$ cat config.mk
export PLATFORM = sky130hd
export DESIGN_NAME = ssc_top
export DESIGN_NICKNAME = d
export VERILOG_FILES = /design/src/logic/ssc_pkg.sv /design/src/logic/ssc_top.sv /design/src/logic/ssc_arb.sv /design/src/logic/ssc_avg.sv
export VERILOG_INCLUDE_DIRS = /design/src /design/src/logic
export SDC_FILE = /design/constraint.sdc
export NUM_CORES = 1
export LEC_CHECK = 0
export BUFFER_PORTS_ARGS = -buffer_cell sky130_fd_sc_hd__buf_2
export CORE_ASPECT_RATIO = 1.5
export CORE_MARGIN = 4
export CORE_UTILIZATION = 30
export CTS_CLUSTER_DIAMETER = 80
export CTS_CLUSTER_SIZE = 20
export DETAILED_ROUTE_END_ITERATION = 8
export SYNTH_ARGS = -nofsm -noshare
export SYNTH_HDL_FRONTEND = slang
export SYNTH_SLANG_ARGS = --single-unit
$ cat constraint.sdc
create_clock -name clock -period 2.91 [get_ports clock]
set_clock_uncertainty 0.05 [all_clocks]
set_input_delay 0.291 -clock clock [delete_from_list [all_inputs] [get_ports clock]]
set_output_delay 0.291 -clock clock [all_outputs]
set_load 0.02 [all_outputs]
$ cat src/logic/ssc_map.svh
// Purpose: constants of the converter sample sequencer control
// Assumes: included by its bare name from package and modules
// Notes:   Contract list below; offsets are step table positions
// Contract
// [RULE1] four sequencers holding eight, four, four, one
// [RULE2] eight external channels plus temperature sensor
// [RULE3] each step picks any input independently
// [RULE4] each sequencer has its own trigger source
// [RULE5] highest priority pending sequence sampled first
// [RULE6] software keeps frequent triggers at low priority
// [RULE7] averaging by 2, 4, 8, 16, 32, 64
// [RULE8] factor zero stores every conversion unaveraged
// [RULE9] average taken from same input, consecutive conversions
// [RULE10] one factor for all sequencers, full depth kept
// [RULE11] fifo only receives complete averaged readings
// [RULE12] result rate drops by the averaging factor
// [RULE13] clear request drops that sequence interrupt source
// [RULE14] software clears interrupt early in its handler
// [RULE15] per sequence enable; enabling discards pending interrupt
// [RULE16] raw and masked status reported per sequence
// [RULE17] processor trigger acts only with processor source
// [RULE18] priority 0 highest through 3 lowest
// [RULE19] trigger with unread samples sets sticky overflow
// [RULE20] interrupt step completion sets sticky raw status
`ifndef SSC_MAP_SVH
`define SSC_MAP_SVH
// ----------------------------------------------------------------
// step table layout
// ----------------------------------------------------------------
`define SSC_NUM_SEQ     4
`define SSC_NUM_STEPS   17
`define SSC_DEPTH0      8
`define SSC_DEPTH1      4
`define SSC_DEPTH2      4
`define SSC_DEPTH3      1
`define SSC_BASE0       5'h00
`define SSC_BASE1       5'h08
`define SSC_BASE2       5'h0C
`define SSC_BASE3       5'h10
// ----------------------------------------------------------------
// input and trigger codes
// ----------------------------------------------------------------
`define SSC_CHAN_TEMP   4'h8
`define SSC_TRIG_PROC   4'h0
`define SSC_TRIG_ALWAYS 4'hF
`define SSC_SAMPLE_W    12
`define SSC_LOG_MAX     3'h6
`define SSC_RST_CNT     4'h0
`endif

$ cat src/logic/ssc_pkg.sv
// Purpose: shared types of the sample sequencer control
// Assumes: ssc_map.svh supplies the widths
// Notes:   types only, constants live in the header
`include "ssc_map.svh"
package ssc_pkg;
  typedef logic [1:0]               ssc_seq_t;
  typedef logic [`SSC_SAMPLE_W-1:0] ssc_sample_t;
  // one sequence step: input select, interrupt request, last step
  typedef struct packed {
    logic [3:0] chan;
    logic       ie;
    logic       last;
  } ssc_step_s;
  // one result headed for a sequence fifo
  typedef struct packed {
    ssc_seq_t    seq;
    ssc_sample_t data;
  } ssc_result_s;
  typedef enum logic [1:0] {
    SSC_IDLE  = 2'b00,
    SSC_START = 2'b01,
    SSC_WAIT  = 2'b10,
    SSC_DONE  = 2'b11
  } ssc_state_e;
endpackage

$ cat src/logic/ssc_top.sv
// Purpose: four priority sample sequencers steering one converter
// Assumes: trigger events and fifo pops are one-cycle pulses
// Notes:   result fifos sit outside; this block tracks their fill
`timescale 1ns/100ps
`default_nettype none
`include "ssc_map.svh"
module ssc_top
  import ssc_pkg::*;
(
  input  wire logic                   clock,
  input  wire logic                   rst_n,
  input  wire logic [3:0]             seq_enable,
  input  wire logic [15:0]            trig_src,
  input  wire logic [7:0]             seq_prio,
  input  wire logic [3:0]             trig_evt,
  input  wire logic                   proc_trig,
  input  wire ssc_pkg::ssc_seq_t      sequence_index,
  input  wire ssc_pkg::ssc_step_s [`SSC_NUM_STEPS-1:0] step_cfg,
  input  wire logic [6:0]             average_factor,
  input  wire logic                   conv_done,
  input  wire ssc_pkg::ssc_sample_t   conv_data,
  input  wire logic [3:0]             fifo_pop,
  input  wire logic                   int_clear,
  input  wire logic                   int_enable,
  input  wire logic                   int_disable,
  input  wire logic                   ovf_clear,
  input  wire logic                   masked_status_select,
  output logic                        conv_start,
  output logic [3:0]                  conv_chan,
  output logic                        fifo_push,
  output ssc_pkg::ssc_result_s        fifo_result,
  output logic [3:0]                  int_raw,
  output logic [3:0]                  int_masked,
  output logic                        int_status,
  output logic [3:0]                  ovf_flag,
  output logic                        busy
);
  // ----------------------------------------------------------------
  // declarations
  // ----------------------------------------------------------------
  ssc_state_e  st_q, st_d;
  ssc_seq_t    seq_q, seq_d;
  logic [2:0]  step_q, step_d;
  logic [2:0]  logf_q, logf_d;
  logic [3:0]  pend_q, pend_d;
  logic [3:0]  cnt_q [4];
  logic [3:0]  cnt_d [4];
  logic [3:0]  raw_q, raw_d;
  logic [3:0]  mask_q, mask_d;
  logic [3:0]  ovf_q, ovf_d;
  logic        start_q, start_d;
  logic [3:0]  chan_q, chan_d;
  logic        push_q, push_d;
  ssc_result_s res_q, res_d;
  logic        stat_q, stat_d;
  logic        busy_q, busy_d;
  logic [3:0]  mskd_q, mskd_d;
  logic [3:0]  trig_hit;
  logic [3:0]  done_seq;
  logic [3:0]  ie_hit;
  logic        grant_vld;
  logic [1:0]  grant_idx;
  logic        avg_vld;
  ssc_sample_t avg_data;
  logic [4:0]  cur_idx;
  ssc_step_s   cur_step;
  logic        step_end;
  logic [3:0]  sel;

  // step table base and depth of each sequencer
  function automatic logic [4:0] seq_base(input logic [1:0] s);
    case (s)
      2'h0:    seq_base = `SSC_BASE0;
      2'h1:    seq_base = `SSC_BASE1;
      2'h2:    seq_base = `SSC_BASE2;
      default: seq_base = `SSC_BASE3;
    endcase
  endfunction

  function automatic logic [3:0] seq_depth(input logic [1:0] s);
    case (s)
      2'h0:    seq_depth = 4'(`SSC_DEPTH0); // RULE1
      2'h1:    seq_depth = 4'(`SSC_DEPTH1);
      2'h2:    seq_depth = 4'(`SSC_DEPTH2);
      default: seq_depth = 4'(`SSC_DEPTH3);
    endcase
  endfunction

  // ----------------------------------------------------------------
  // trigger qualification
  // ----------------------------------------------------------------
  // a disabled sequencer ignores its trigger altogether
  always_comb begin
    sel = 4'h0;
    sel[sequence_index] = 1'b1;
    for (int s = 0; s < 4; s++) begin
      if (trig_src[4*s +: 4] == `SSC_TRIG_PROC) begin
        trig_hit[s] = seq_enable[s] && proc_trig && sel[s]; // RULE17
      end else if (trig_src[4*s +: 4] == `SSC_TRIG_ALWAYS) begin
        trig_hit[s] = seq_enable[s];                        // RULE4
      end else begin
        trig_hit[s] = seq_enable[s] && trig_evt[s];         // RULE4
      end
    end
  end

  ssc_arb u_arb (
    .pend      (pend_q & seq_enable),
    .prio      (seq_prio),
    .grant_vld (grant_vld),
    .grant_idx (grant_idx)
  );

  // factor is latched at sequence start so a run never mixes factors
  ssc_avg u_avg (
    .clock    (clock),
    .rst_n    (rst_n),
    .flush    (st_q == SSC_IDLE),
    .log_f    (logf_q),
    .in_vld   (st_q == SSC_WAIT && conv_done),
    .in_data  (conv_data),
    .out_vld  (avg_vld),
    .out_data (avg_data)
  );

  // ----------------------------------------------------------------
  // sequencer state machine
  // ----------------------------------------------------------------
  always_comb begin
    cur_idx  = seq_base(seq_q) + {2'h0, step_q};
    cur_step = step_cfg[cur_idx];
    step_end = cur_step.last || ({1'b0, step_q} == seq_depth(seq_q) - 4'h1);
    st_d     = st_q;
    seq_d    = seq_q;
    step_d   = step_q;
    logf_d   = logf_q;
    start_d  = 1'b0;
    chan_d   = chan_q;
    push_d   = 1'b0;
    res_d    = res_q;
    done_seq = 4'h0;
    ie_hit   = 4'h0;
    case (st_q)
      SSC_IDLE: begin
        if (grant_vld) begin // RULE5
          seq_d  = grant_idx;
          step_d = 3'h0;
          logf_d = 3'h0;     // RULE8
          for (int k = 1; k <= 6; k++) begin
            if (average_factor == 7'(1 << k)) begin
              logf_d = 3'(k); // RULE7 RULE10
            end
          end
          st_d = SSC_START;
        end
      end
      SSC_START: begin
        start_d = 1'b1;
        chan_d  = cur_step.chan; // RULE2 RULE3
        st_d    = SSC_WAIT;
      end
      SSC_WAIT: begin
        // further conversions of the same input until the group is full
        if (conv_done) begin
          st_d = SSC_DONE;
        end
      end
      default: begin
        if (avg_vld) begin
          push_d   = 1'b1;                   // RULE11
          res_d    = '{seq: seq_q, data: avg_data};
          ie_hit[seq_q] = cur_step.ie;       // RULE20
          if (step_end) begin
            done_seq[seq_q] = 1'b1;
            st_d = SSC_IDLE;
          end else begin
            step_d = step_q + 3'h1;
            st_d   = SSC_START;
          end
        end else begin
          st_d = SSC_START;                  // RULE9 RULE12
        end
      end
    endcase
    busy_d = (st_d != SSC_IDLE);
  end

  always_ff @(posedge clock or negedge rst_n) begin
    if (!rst_n) begin
      st_q    <= SSC_IDLE;
      seq_q   <= 2'h0;
      step_q  <= 3'h0;
      logf_q  <= 3'h0;
      start_q <= 1'b0;
      chan_q  <= 4'h0;
      push_q  <= 1'b0;
      res_q   <= '0;
      busy_q  <= 1'b0;
    end else begin
      st_q    <= st_d;
      seq_q   <= seq_d;
      step_q  <= step_d;
      logf_q  <= logf_d;
      start_q <= start_d;
      chan_q  <= chan_d;
      push_q  <= push_d;
      res_q   <= res_d;
      busy_q  <= busy_d;
    end
  end

  // ----------------------------------------------------------------
  // pending, fill count, overflow and interrupt flags
  // ----------------------------------------------------------------
  // a new trigger beats the completion clearing the pending bit
  always_comb begin
    pend_d = pend_q;
    raw_d  = raw_q;
    mask_d = mask_q;
    ovf_d  = ovf_q;
    for (int s = 0; s < 4; s++) begin
      cnt_d[s] = cnt_q[s];
      if (push_d && res_d.seq == s[1:0] && cnt_q[s] != seq_depth(s[1:0])) begin
        cnt_d[s] = cnt_d[s] + 4'h1;
      end
      if (fifo_pop[s] && cnt_q[s] != 4'h0) begin
        cnt_d[s] = cnt_d[s] - 4'h1;
      end
      if (done_seq[s]) begin
        pend_d[s] = 1'b0;
      end
      if (trig_hit[s]) begin
        pend_d[s] = 1'b1;
      end
      if (ovf_clear && sel[s]) begin
        ovf_d[s] = 1'b0;
      end
      if (trig_hit[s] && cnt_q[s] != 4'h0) begin
        ovf_d[s] = 1'b1;                 // RULE19
      end
      if (int_disable && sel[s]) begin
        mask_d[s] = 1'b0;                // RULE15
      end
      if ((int_clear || int_enable) && sel[s]) begin
        raw_d[s] = 1'b0;                 // RULE13 RULE15
      end
      if (int_enable && sel[s]) begin
        mask_d[s] = 1'b1;                // RULE15
      end
      if (ie_hit[s]) begin
        raw_d[s] = 1'b1;                 // RULE20
      end
    end
    // status read for the addressed sequence
    stat_d = masked_status_select ? (raw_d[sequence_index] & mask_d[sequence_index])
                                  : raw_d[sequence_index]; // RULE16
    mskd_d = raw_d & mask_d;                                 // RULE16
  end

  always_ff @(posedge clock or negedge rst_n) begin
    if (!rst_n) begin
      pend_q <= 4'h0;
      raw_q  <= 4'h0;
      mask_q <= 4'h0;
      ovf_q  <= 4'h0;
      stat_q <= 1'b0;
      mskd_q <= 4'h0;
      for (int s = 0; s < 4; s++) begin
        cnt_q[s] <= `SSC_RST_CNT;
      end
    end else begin
      pend_q <= pend_d;
      raw_q  <= raw_d;
      mask_q <= mask_d;
      ovf_q  <= ovf_d;
      stat_q <= stat_d;
      mskd_q <= mskd_d;
      for (int s = 0; s < 4; s++) begin
        cnt_q[s] <= cnt_d[s];
      end
    end
  end

  // ----------------------------------------------------------------
  // outputs, all straight from flops
  // ----------------------------------------------------------------
  assign conv_start  = start_q;
  assign conv_chan   = chan_q;
  assign fifo_push   = push_q;
  assign fifo_result = res_q;
  assign int_raw     = raw_q;
  assign int_masked  = mskd_q; // RULE16
  assign int_status  = stat_q;
  assign ovf_flag    = ovf_q;
  assign busy        = busy_q;
endmodule
`default_nettype wire

$ cat src/logic/ssc_arb.sv
// Purpose: pick the pending sequence of best priority
// Assumes: priorities unique; ties fall to the lower index
// Notes:   purely combinational
`timescale 1ns/100ps
`default_nettype none
module ssc_arb (
  input  wire logic [3:0] pend,
  input  wire logic [7:0] prio,
  output logic            grant_vld,
  output logic [1:0]      grant_idx
);
  // ----------------------------------------------------------------
  // scan levels 3 to 0 (best), last hit wins
  // ----------------------------------------------------------------
  always_comb begin
    grant_vld = 1'b0;
    grant_idx = 2'h0;
    for (int l = 3; l >= 0; l--) begin
      for (int s = 3; s >= 0; s--) begin
        if (pend[s] && prio[2*s +: 2] == l[1:0]) begin // RULE5 RULE18
          grant_vld = 1'b1;
          grant_idx = s[1:0];
        end
      end
    end
  end
endmodule
`default_nettype wire

$ cat src/logic/ssc_avg.sv
// Purpose: hardware averager between converter and result fifo
// Assumes: log2 factor stable while a step converts
// Notes:   result is the truncated mean of 2^log_f samples
`timescale 1ns/100ps
`default_nettype none
`include "ssc_map.svh"
module ssc_avg
  import ssc_pkg::*;
#(
  parameter int W = `SSC_SAMPLE_W
) (
  input  wire logic         clock,
  input  wire logic         rst_n,
  input  wire logic         flush,
  input  wire logic [2:0]   log_f,
  input  wire logic         in_vld,
  input  wire logic [W-1:0] in_data,
  output logic              out_vld,
  output logic [W-1:0]      out_data
);
  logic [W+5:0] acc_q, acc_d, sum;
  logic [5:0]   cnt_q, cnt_d;
  logic [5:0]   last_cnt;
  logic         vld_q, vld_d;
  logic [W-1:0] dat_q, dat_d;

  // ----------------------------------------------------------------
  // accumulate, emit only when the whole group is in
  // ----------------------------------------------------------------
  always_comb begin
    last_cnt = 6'((7'h01 << log_f) - 7'h01);
    sum      = acc_q + {6'h00, in_data};
    acc_d    = acc_q;
    cnt_d    = cnt_q;
    vld_d    = 1'b0;
    dat_d    = dat_q;
    if (flush) begin
      acc_d = '0;
      cnt_d = 6'h00;
    end else if (in_vld) begin
      if (cnt_q == last_cnt) begin // RULE11 RULE12
        vld_d = 1'b1;
        dat_d = W'(sum >> log_f);  // RULE7 RULE8
        acc_d = '0;
        cnt_d = 6'h00;
      end else begin
        acc_d = sum;               // RULE9
        cnt_d = cnt_q + 6'h01;
      end
    end
  end

  always_ff @(posedge clock or negedge rst_n) begin
    if (!rst_n) begin
      acc_q <= '0;
      cnt_q <= 6'h00;
      vld_q <= 1'b0;
      dat_q <= '0;
    end else begin
      acc_q <= acc_d;
      cnt_q <= cnt_d;
      vld_q <= vld_d;
      dat_q <= dat_d;
    end
  end

  assign out_vld  = vld_q;
  assign out_data = dat_q;
endmodule
`default_nettype wire

### After elaboration in Yosys (flattened, before gate mapping)

Cells that the tools add are included.
Widths: inputs -> output; s select.

| word-level totals | value |
|---|---|
| flip-flop bits (word level) | 105 |

| cells by class | value |
|---|---|
| $add $sub $neg | 14 |
| $lt $le $gt $ge | 5 |
| eq/ne operators | 37 |
| shift-type cells | 2 |
| muxes and demuxes | 127 |
| bitwise operators | 7 |
| reduce and logical (&&, ||, !) cells | 98 |

Operators with widths:

| operator | number |
|---|---|
| $mux 1 | 69 |
| $logic_and 1x1->1 | 63 |
| $mux 18 | 3 |
| $mux 4 | 13 |
| $mux 2 | 19 |
| $bmux 6 s5 | 1 |
| $mux 14 | 2 |
| $eq 2x2->1 const B | 12 |
| $mux 3 | 8 |
| $mux 6 | 4 |
| $reduce_bool 2->1 | 11 |
| $sub 4x1->4 const B | 5 |
| $add 18x12->18 | 1 |
| $shr 18x3->12 | 1 |
| $add 4x1->4 const B | 4 |
| $eq 4x4->1 const B | 4 |
| $logic_not 4->1 | 4 |
| $reduce_bool 4->1 | 4 |
| $pmux 5 s3 | 1 |
| $eq 2x1->1 const B | 7 |
| $logic_not 2->1 | 7 |
| $and 4x4->4 | 3 |
| $ne 4x3->1 const B | 2 |
| $pmux 4 s2 | 1 |
| 32 further kinds | 41 |

### Longest topological paths before layout

Gate-level depths: netlist of the first run.

| logic depth | value |
|---|---|
| word-level depth | 21 |
| gate-level depth with buffers | 15 |

### Modules after synthesis

Synthesis of the first run repeated with hierarchy kept, for this count alone.

| second synthesis, totals | value |
|---|---|
| cell total of the unflattened synthesis | 843 |
| area total of the unflattened synthesis | 7906.3 um^2 |

Modules (own cells, without submodules):

| module | times used | cells each | area an instance (um^2) | sequential area each (um^2) |
|---|---|---|---|---|
| ssc_top | 1 | 463 | 4652.0 | 1701.6 |
| ssc_avg | 1 | 342 | 2995.4 | 925.9 |
| ssc_arb | 1 | 38 | 259.0 | 0.0 |

### Worst setup path after synthesis of the first run

Ideal clock, no wire load.

| timing | value |
|---|---|
| kind | flip-flop to flip-flop |
| start point | register u_avg.acc_q[0] |
| end point | register u_avg.dat_q[7] (netlist: u_avg.out_data[7]) |
| library setup time | 0.074 ns |
| arrival | 2.851 ns |
| required time | 2.786 ns |
| slack | -0.065 ns |
| cell stages (with the launch flop) | 13 |
| buffers on the path | 1 |
| clock period less this slack | 2.975 ns |
| cells stage by stage | dfrtp_1 ha_1 inv_1 fa_1 nand2b_1 a21o_1 a2bb2oi_1 a31oi_1 or2_0 clkbuf_1 a211o_1 mux4_2 o21ai_2 |

| on the way | value |
|---|---|
| longest elaborated chain between the ends | 2 |

Ends and longest elaborated chain:

| element | RTL line | RTL |
|---|---|---|
| from (decl) | ssc_avg.sv:21 | `logic [W+5:0] acc_q, acc_d, sum;` |
| from (signal assigned) | ssc_avg.sv:55 | `acc_q <= '0;` |
| from (signal assigned) | ssc_avg.sv:60 | `acc_q <= acc_d;` |
| $add 18x12->18 | ssc_avg.sv:32 | `sum = acc_q + {6'h00, in_data};` |
| $shr 18x3->12 | ssc_avg.sv:43 | `dat_d = W'(sum >> log_f);` |
| to (signal assigned) | ssc_avg.sv:63 | `dat_q <= dat_d;` |
| to (decl) | ssc_avg.sv:25 | `logic [W-1:0] dat_q, dat_d;` |

Every way passes these cells.
A chain may end at the register's enable or synchronous reset.

### Worst setup path after layout of the first run

Ends and elaborated chain as after synthesis.

==> results.py, run 1 <==
metrics = {
    "synthesis": {
        "synth_xor_area_frac": 0.0578,
        "ys_seq_area_frac": 0.347,
        "syn-cell-area_um2": 7580,
        "syn_nets": 1017,
        "synth_top_family_by_area": "compound AO/OA/AOI/OAI gates",
        "synth.avg_cell_area_um2": 9.36,
        "synth_fa_ha_area_frac": 0.0654,
        "synth_edf_count": 0,
        "netlist_top_cells_count": "nand2_1, dfrtp_1, nor2_1, o21ai_0, ha_1",
        "yosysWarnings": 0,
        "synthFlopType": "dfrtp_1",
        "ys_seq_elements": 105,
        "synth_cell_types": 73,
        "yosys-mux-area-fraction": 0.128,
        "synth_compound_area_frac": 0.189,
        "syn_inst": 810,
        "async_flop_share": 1.00,
        "yosys.area.top_type": "dfrtp_1",
        "netlist.area_leader.share": 0.347,
        "synth_most_common_cell": "nand2_1",
        "synth_area_leaders": "dfrtp_1, mux4_2, ha_1",
        "synthSimpleGateAreaFrac": 0.178,
    },
    "floorplan": {
        "coreArea_um2": 25000,
        "die_area_um2": 27900,
        "initial_core_util": 0.304,
        "io_pins": 202,
        "fp.dieH_um": 203,
        "die_width_um": 138,
        "num_rows": 71,
    },
    "cts": {
        "cts.clk_slew.worst_paths_ns": 0.08,
        "clock_tree.buffer_depth": 2,
        "cts.sinks": 105,
        "clk_latency_ns": 0.36,
        "root_buffer": "clkbuf_16",
        "tritoncts": "yes",
        "cts_buffers": 9,
        "ctsHtreeMaxLevel": 3,
    },
    "worst_setup_path": {
        "worstPathArrival_ns": 3.12,
        "crit_fanout": 7,
        "start_kind": "flip-flop",
        "crit_required_ns": 3.15,
        "crit_path_end_kind": "flip-flop",
        "path_class": "reg -> reg",
    },
    "finish": {
        "fin_nets": 1252,
        "drive_gt1_frac": 0.339,
        "syn_to_final_growth_pct": 29.4,
    },
    "placement": {
        "dp_hpwl_mm": 19.4,
        "io_buffers": 201,
        "place.gp.congestion": 0.936,
        "post-place-ws_ns": -0.0971,
    },
    "power_and_ir_drop": {
        "p_leak_nw": 4.44,
        "p_per_area_nw_per_um2": 822,
        "ir_drop_v": 0.000359,
    },
    "sta": {
        "setup_violations": 0,
        "hold_slack_ns": 0.127,
        "fin_ws_ns": 0.0346,
        "rsz0062_at_grt": "yes",
        "fmaxAchievable_mhz": 348,
        "final.setup.tns_ns": 0,
        "slew_viol_final": 0,
        "worst_slew_pin_slew_ns": 0.765,
        "slew_headroom": 0.490,
        "period_share": 0.988,
        "finalCriticalPeriod_ns": 2.88,
        "hold_viol": 0,
    },
    "run_status": {
        "status": "complete, no violations",
    },
    "route": {
        "wire_per_inst_um": 17.7,
        "drt_iter0_drc": 426,
        "ant_nets": 0,
        "num_vias": 7253,
        "vias_per_cell": 5.26,
        "drc": 0,
        "drt_pass1_iterations": 5,
        "drt_wl_total_mm": 24.4,
    },
    "global_routing": {
        "grt_max_degree": 55,
        "grt_pass1_wl_mm": 39.1,
        "overflow": 0,
        "grt_pass1_vias": 7418,
        "grtUsageTotal": 0.176,
        "antenna_found_initial": 1,
    },
    "run": {
        "maxCapViolCount": 0,
    },
    "worst_hold_path": {
        "hold_class": "in -> reg",
    },
}
routing by layer:
| layer | share of wire | vias up | global-route usage |
|---|---|---|---|
| met4 | 0.027 | 0 | 0.0632 |
| met1 | 0.40 | 3550 | 0.214 |
| met2 | 0.53 | 191 | 0.314 |
| li1 | - | 3469 | - |
| met5 | 0 | - | 0 |
| met3 | 0.044 | 43 | 0.0238 |
repair_timing:
item / 4_1_cts / 5_1_grt
pin swaps: 4 / 7
endpoints found under the hold margin: 35 / 0
resized for setup: 9 / 32
buffers inserted: 0 / 2
hold buffers: 1 / 0
setup endpoints to repair: 4 / 25
logic make-up (layout without fill, tap and decap cells):
| logic type | after synthesis | after routing |
|---|---|---|
| AND/OR/NAND/NOR | 285 | 285 |
| AO/OA/AOI/OAI | 206 | 206 |
| flip-flops | 105 | 105 |
| buffers and inverters | 68 | 308 |
| multiplexers | 57 | 57 |
| XOR/XNOR | 50 | 50 |
| adder cells (fa/ha/maj) | 39 | 39 |
| other | 0 | 1 |
through the flow:
| stage | area, um2 | utilization | instances | total power (W) |
|---|---|---|---|---|
| final | 9810 | 0.393 | 1379 | 0.00806 |
| after global routing | 9810 | 0.393 | 1379 | 0.00871 |
| after CTS | 9670 | 0.387 | 1376 | 0.00800 |
| after detailed placement | 9310 | 0.373 | 1359 | 0.00661 |
| after global placement | 9310 | 0.373 | 1359 | 0.00654 |
| after floorplan | 7600 | - | 810 | 0.00515 |
power breakdown:
part           switching [W]  total [W]  internal [W]
combinational        0.00246    0.00447       0.00201
sequential          0.000382    0.00230       0.00192
clock               0.000605    0.00129      0.000682
total                0.00345    0.00806       0.00461
path summary, 6_finish.rpt:
| kind | from | to | slack, ns | depth (start not counted) |
|---|---|---|---|---|
| min in group asynchronous | rst_n | conv_chan[3] | 0.49 | 2 |
| max in group asynchronous | rst_n | seq_q[0] | 1.61 | 3 |
| min reg2reg | fifo_result[3] | fifo_result[3] | 0.42 | 2 |
| min | sequence_index[0] | int_status | 0.13 | 2 |
| max | u_avg.acc_q[0] | u_avg.out_data[7] | 0.03 | 11 |
| max reg2reg | u_avg.acc_q[0] | u_avg.out_data[7] | 0.03 | 11 |
placed cells by master (no fill, tap or decap), types with 32 or more instances in the layout:
master	synthesis	final
buf_2	3	200
buf_4	2	54
dfrtp_1	105	104
ha_1	38	35
inv_1	34	32
nand2_1	120	118
nor2_1	52	50
o21ai_0	51	47
worst max-delay path, cell delays in order (launching register included):
cell	delay [ns]
dfrtp_1	0.35
ha_2	0.19
inv_2	0.04
fa_2	0.34
nand2b_4	0.16
a21o_4	0.24
a2bb2oi_4	0.17
a31oi_4	0.16
or2_4	0.29
a211o_1	0.26
mux4_2	0.45
o21ai_2	0.12
sequential cells by signal, indices dropped and copies added (netlist names), 4 cells and up:
| register | count |
|---|---|
| u_avg.cnt_q | 6 |
| ovf_flag | 4 |
| fifo_result | 14 |
| int_masked | 4 |
| conv_chan | 4 |
| u_avg.out_data | 12 |
| int_raw | 4 |
| cnt_q | 16 |
| pend_q | 4 |
| mask_q | 4 |
| u_avg.acc_q | 18 |
layout make-up:
type / instances / area (um2)
well taps: 328 / 410
clock inverters: 6 / 73.8
multi-input cells: 637 / 4880
flip-flops and latches: 105 / 2630
repair buffers: 257 / 1460
diodes: 1 / 2.50
clock buffers: 10 / 229
inverters: 35 / 131
fillers: 2502 / 15200
No activity file was read; power rests on OpenSTA's default activity.
==> run 2, diff against run 1 <==
Settings changed: PLACE_DENSITY_LB_ADDON set to 0.12, REMOVE_ABC_BUFFERS set to 1.
==> run 2 against run 1 <==
Compared with the run above:
- register-to-register slack lost 0.04 ns
- sequential share of layout area shrank 0.66 points
- flip-flop and latch count is the same
- clock power is essentially flat
- worst hold slack lost 0.017 ns
- core utilization grew 0.99 points
- critical path type unchanged
- largest power group unchanged
- non-clock buffer count grew 27
- global-route usage grew 0.24 points
- count of clock-buffer cells in the layout shrank 1
- cell count grew 1.9%
- the run now ends with setup timing left
==> results.py, run 2 (synthesized netlist as in run 1, its figures left out) <==
metrics = {
    "finish": {
        "fin_nets": 1279,
        "syn_to_final_growth_pct": 32.7,
        "largest-register": "u_avg.acc_q",
        "final_common_cell": "buf_2",
        "design_area_um2": 10100,
        "diodes": 0,
        "final_cell_mix": "buf_2, nand2_1, dfrtp_1",
        "drive_gt1_frac": 0.357,
        "largest_register_ffs": 18,
    },
    "global_routing": {
        "grt_pass1_wl_mm": 39.3,
        "antenna_found_initial": 0,
        "grt_pass1_vias": 7457,
        "grt_max_degree": 53,
        "overflow": 0,
        "grtUsageTotal": 0.179,
    },
    "sta": {
        "rsz0062_at_grt": "yes",
        "hold_viol": 0,
        "finalCriticalPeriod_ns": 2.91,
        "slew_headroom": 0.622,
        "slew_viol_final": 0,
        "worst_slew_pin_slew_ns": 0.567,
        "setup_violations": 1,
        "fmaxAchievable_mhz": 343,
        "hold_slack_ns": 0.110,
        "fin_ws_ns": -0.00133,
        "period_share": 1.00,
    },
    "cts": {
        "root_buffer": "clkbuf_16",
        "cts.sinks": 105,
        "clk_latency_ns": 0.37,
        "clock_tree.buffer_depth": 2,
        "cts.clk_slew.worst_paths_ns": 0.09,
        "cts_buffers": 9,
        "ctsHtreeMaxLevel": 3,
        "tritoncts": "yes",
    },
    "floorplan": {
        "die_width_um": 138,
        "num_rows": 71,
        "initial_core_util": 0.304,
        "io_pins": 202,
        "fp.dieH_um": 203,
        "die_area_um2": 27900,
        "coreArea_um2": 25000,
    },
    "power_and_ir_drop": {
        "internal_power_w": 0.00475,
        "p_sw_w": 0.00358,
        "swShare": 0.430,
        "p_leak_nw": 4.59,
        "p_clk_frac": 0.153,
        "ir_drop_v": 0.000324,
        "p_seq_frac": 0.278,
        "p_per_area_nw_per_um2": 829,
        "total_power_w": 0.00834,
        "comb_power_share": 0.569,
    },
    "worst_setup_path": {
        "crit_path_end_kind": "flip-flop",
        "worstPathArrival_ns": 3.16,
        "crit_fanout": 7,
        "path_class": "reg -> reg",
        "start_kind": "flip-flop",
        "crit_required_ns": 3.15,
    },
    "route": {
        "drt_iter0_drc": 317,
        "num_vias": 7248,
        "vias_per_cell": 5.16,
        "drt_pass1_iterations": 4,
        "ant_nets": 0,
        "drt_wl_total_mm": 25.2,
        "wire_per_inst_um": 17.9,
        "drc": 0,
    },
    "worst_hold_path": {
        "hold_class": "in -> reg",
    },
    "run_status": {
        "failed_checks": "setup timing",
        "status": "finished, violations left",
    },
    "placement": {
        "dp_hpwl_mm": 19.7,
        "io_buffers": 201,
        "place_area_um2": 9370,
        "place.gp.congestion": 0.845,
    },
    "run": {
        "maxCapViolCount": 0,
    },
}
==> run 2: repair_timing <==
action	in CTS	in global routing
pin swaps	10	16
gates resized for setup	17	34
setup endpoints to repair	9	14
hold buffers	1	0
endpoints found under the hold margin	35	0
buffers inserted	8	9
gates cloned	0	1
==> run 2: stage by stage <==
step	util	std cells	setup TNS, ns	setup slack (ns)
final	0.403	1405	-0.00133	-0.00133
after global routing	0.403	1405	-0.245	-0.112
after CTS	0.394	1395	-0.0525	-0.0469
after detailed placement	0.375	1370	-1.73	-0.351
after global placement	0.375	1370	-1.56	-0.328
after floorplan	-	777	-8.24	-0.436
==> run 2: critical path: stages, from the launching register on <==
cell,delay (ns)
dfrtp_1,0.37
ha_2,0.20
inv_2,0.04
fa_2,0.33
nand2b_4,0.15
a21o_1,0.21
a2bb2oi_4,0.19
a31oi_4,0.17
or2_4,0.30
a211o_1,0.25
mux4_2,0.47
o21ai_2,0.12
==> run 2: layout make-up <==
cell class	count	area (um2)
clock inverter	7	73.8
multi-input combinational	637	4920
sequential	105	2630
fill	2547	14900
timing repair buffer	284	1670
tap	328	410
inverter	35	131
clock buffer	9	225
==> run 2: final timing paths <==
| check | slack (ns) | cells after the start | endpoint | startpoint |
|---|---|---|---|---|
| hold / removal | 0.11 | 2 | int_status | sequence_index[0] |
| setup reg to reg | -0.001 | 11 | u_avg.out_data[7] | u_avg.acc_q[0] |
| max in group asynchronous | 1.71 | 3 | fifo_result[9] | rst_n |
| min in group asynchronous | 0.40 | 2 | u_avg.acc_q[6] | rst_n |
| hold reg to reg | 0.43 | 2 | fifo_result[7] | fifo_result[7] |
| setup / recovery | -0.001 | 11 | u_avg.out_data[7] | u_avg.acc_q[0] |
==> run 2: power groups by stage <==
stage	clock (W)	combinational (W)	sequential [W]
floorplan	0	0.00260	0.00247
global placement	0	0.00435	0.00234
detailed placement	0	0.00437	0.00234
CTS	0.00131	0.00455	0.00232
global route	0.00136	0.00525	0.00238
finish	0.00128	0.00474	0.00231
==> run 2: layer usage <==
metal,up-vias,track usage,routed length (um)
met4,0,0.0561,626
met1,3513,0.218,10200
met5,-,0,0
li1,3511,-,-
met2,189,0.323,13200
met3,35,0.0223,1160
==> run 3, diff against run 2 <==
Settings changed: CORE_MARGIN 4 to 2, TNS_END_PERCENT set to 1.
==> run 3 against run 2 <==
Compared with the run above:
- the flow still finishes with violations (setup timing)
- combinational power about the same
- worst hold slack gained 0.037 ns
- register-to-register slack worse by 0.02 ns
- die area fell by 4.8%
- first-iteration DRC count fell by 9.5%
- critical path depth unchanged
- global-route usage increased by 1.2 points
- core utilization decreased by 0.28 points
- flip-flop and latch count stayed put
- cell count hardly changed
- critical endpoint unchanged
- largest cell class unchanged
- highest routed layer unchanged
==> results.py, run 3 (synthesized netlist as in run 1, its figures left out) <==
metrics = {
    "run_status": {
        "status": "finished, violations left",
        "failed_checks": "setup timing",
    },
    "finish": {
        "final_cells": 1406,
        "nFillCells": 2596,
        "seqCellArea_um2": 2630,
        "largest-register": "u_avg.acc_q",
        "diodes": 0,
        "design_area_um2": 9980,
        "syn_to_final_growth_pct": 31.7,
        "drive_gt1_frac": 0.349,
        "final_cell_mix": "buf_2, nand2_1, dfrtp_1",
        "final_common_cell": "buf_2",
        "fin_nets": 1280,
        "largest_register_ffs": 18,
        "multi_input_area_um2": 4860,
    },
    "run": {
        "maxCapViolCount": 0,
    },
    "worst_hold_path": {
        "hold_class": "in -> reg",
        "min_path_cells": 2,
    },
    "power_and_ir_drop": {
        "total_power_w": 0.00830,
        "p_clk_frac": 0.150,
        "p_sw_w": 0.00353,
        "p_seq_frac": 0.278,
        "swShare": 0.426,
        "comb_power_share": 0.572,
        "ir_drop_v": 0.000377,
        "internal_power_w": 0.00477,
        "p_per_area_nw_per_um2": 832,
        "p_leak_nw": 4.57,
    },
    "placement": {
        "place.gp.congestion": 0.886,
        "dp_hpwl_mm": 19.4,
        "place_area_um2": 9500,
        "post-place-ws_ns": -0.296,
        "io_buffers": 201,
        "place_inst": 1387,
    },
    "cts": {
        "root_buffer": "clkbuf_16",
        "cts.clk_slew.worst_paths_ns": 0.08,
        "cts_buffers": 9,
        "cts.sinks": 105,
        "ctsHtreeMaxLevel": 3,
        "clk_latency_ns": 0.36,
        "tritoncts": "yes",
        "clock_tree.buffer_depth": 2,
    },
    "floorplan": {
        "die_area_um2": 26600,
        "num_rows": 71,
        "initial_core_util": 0.304,
        "coreArea_um2": 25000,
        "io_pins": 202,
        "die_width_um": 134,
        "fp.dieH_um": 199,
    },
    "route": {
        "drc": 0,
        "ant_nets": 0,
        "drt_pass1_iterations": 4,
        "wire_per_inst_um": 17.6,
        "drt_wl_total_mm": 24.7,
        "vias_per_cell": 5.13,
        "drt_iter0_drc": 287,
        "num_vias": 7211,
    },
    "sta": {
        "hold_slack_ns": 0.146,
        "slew_headroom": 0.644,
        "hold_viol": 0,
        "rsz0062_at_grt": "yes",
        "worst_slew_pin_slew_ns": 0.533,
        "finalCriticalPeriod_ns": 2.93,
        "setup_violations": 1,
        "slew_viol_final": 0,
        "fmaxAchievable_mhz": 342,
        "fin_ws_ns": -0.0174,
        "period_share": 1.01,
    },
    "worst_setup_path": {
        "path_class": "reg -> reg",
        "worstRegToRegCells": 11,
        "cp_cell_sequence": "ha_2, inv_2, fa_2, nand2b_4, a21o_1, a2bb2oi_4, a31oi_4, or2_4, a211o_1, mux4_2, o21ai_2",
        "crit_path_end_kind": "flip-flop",
        "worstPathArrival_ns": 3.16,
        "crit_fanout": 8,
        "critPathMaxStageDelay_ns": 0.47,
        "crit_required_ns": 3.14,
        "cp_slowest_cell": "mux4_2",
        "start_kind": "flip-flop",
    },
    "global_routing": {
        "grt_max_degree": 57,
        "grt_pass1_vias": 7560,
        "antenna_found_initial": 0,
        "grt_pass1_wl_mm": 39.9,
        "overflow": 0,
        "grtUsageTotal": 0.191,
    },
}
-- run 3: path summary, 6_finish.rpt --
kind | end | slack (ns) | start
setup reg to reg | u_avg.out_data[7] | -0.02 | u_avg.acc_q[0]
hold / removal | int_status | 0.15 | sequence_index[0]
hold reg to reg | fifo_result[3] | 0.43 | u_avg.out_data[3]
min in group asynchronous | u_avg.acc_q[0] | 0.32 | rst_n
setup / recovery | u_avg.out_data[7] | -0.02 | u_avg.acc_q[0]
max in group asynchronous | fifo_result[11] | 1.74 | rst_n
-- run 3: what timing repair did --
item	in CTS	in global routing
gates resized for setup	15	19
hold buffers	1	0
endpoints found under the setup margin	10	16
hold endpoints to repair	19	0
pin swaps	4	6
gates cloned	0	0
setup buffers	1	1
-- run 3: layer usage --
| metal | up-vias | GRT usage | routed length [um] |
|---|---|---|---|
| li1 | 3522 | - | - |
| met1 | 3496 | 0.228 | 10100 |
| met2 | 165 | 0.351 | 13100 |
| met3 | 28 | 0.0265 | 998 |
| met4 | 0 | 0.0591 | 480 |
| met5 | - | 0 | 0 |
-- run 3: through the flow --
step	util	TNS, ns
6_report	0.400	-0.0174
5_1_grt	0.400	-0.576
4_1_cts	0.396	-0.0611
3_5_place_dp	0.380	-1.49
3_3_place_gp	0.380	-1.37
2_1_floorplan	-	-8.24
-- run 3: area by class of cell --
type | instances | area share
Clock inverter | 6 | 0.00501
Sequential cell | 105 | 0.263
Timing Repair Buffer | 285 | 0.167
Tap cell | 328 | 0.0411
Multi-Input combinational cell | 637 | 0.487
Clock buffer | 10 | 0.0239
Inverter | 35 | 0.0132
-- run 3: critical path: cells and delay by family, from the launching register on --
kind / cells / cell delay [ns]
AO/OA/AOI/OAI: 5 / 0.95
adder cells (fa/ha/maj): 2 / 0.53
multiplexers: 1 / 0.47
AND/OR/NAND/NOR: 2 / 0.45
flip-flops: 1 / 0.36
buffers and inverters: 1 / 0.04
-- run 3: power by group through the flow --
| stage | Clock, W | Combinational (W) | Sequential (W) |
|---|---|---|---|
| 6_report | 0.00125 | 0.00475 | 0.00231 |
| 2_1_floorplan | 0 | 0.00260 | 0.00247 |
| 3_3_place_gp | 0 | 0.00454 | 0.00234 |
| 5_1_grt | 0.00134 | 0.00526 | 0.00239 |
| 3_5_place_dp | 0 | 0.00457 | 0.00234 |
| 4_1_cts | 0.00129 | 0.00468 | 0.00231 |
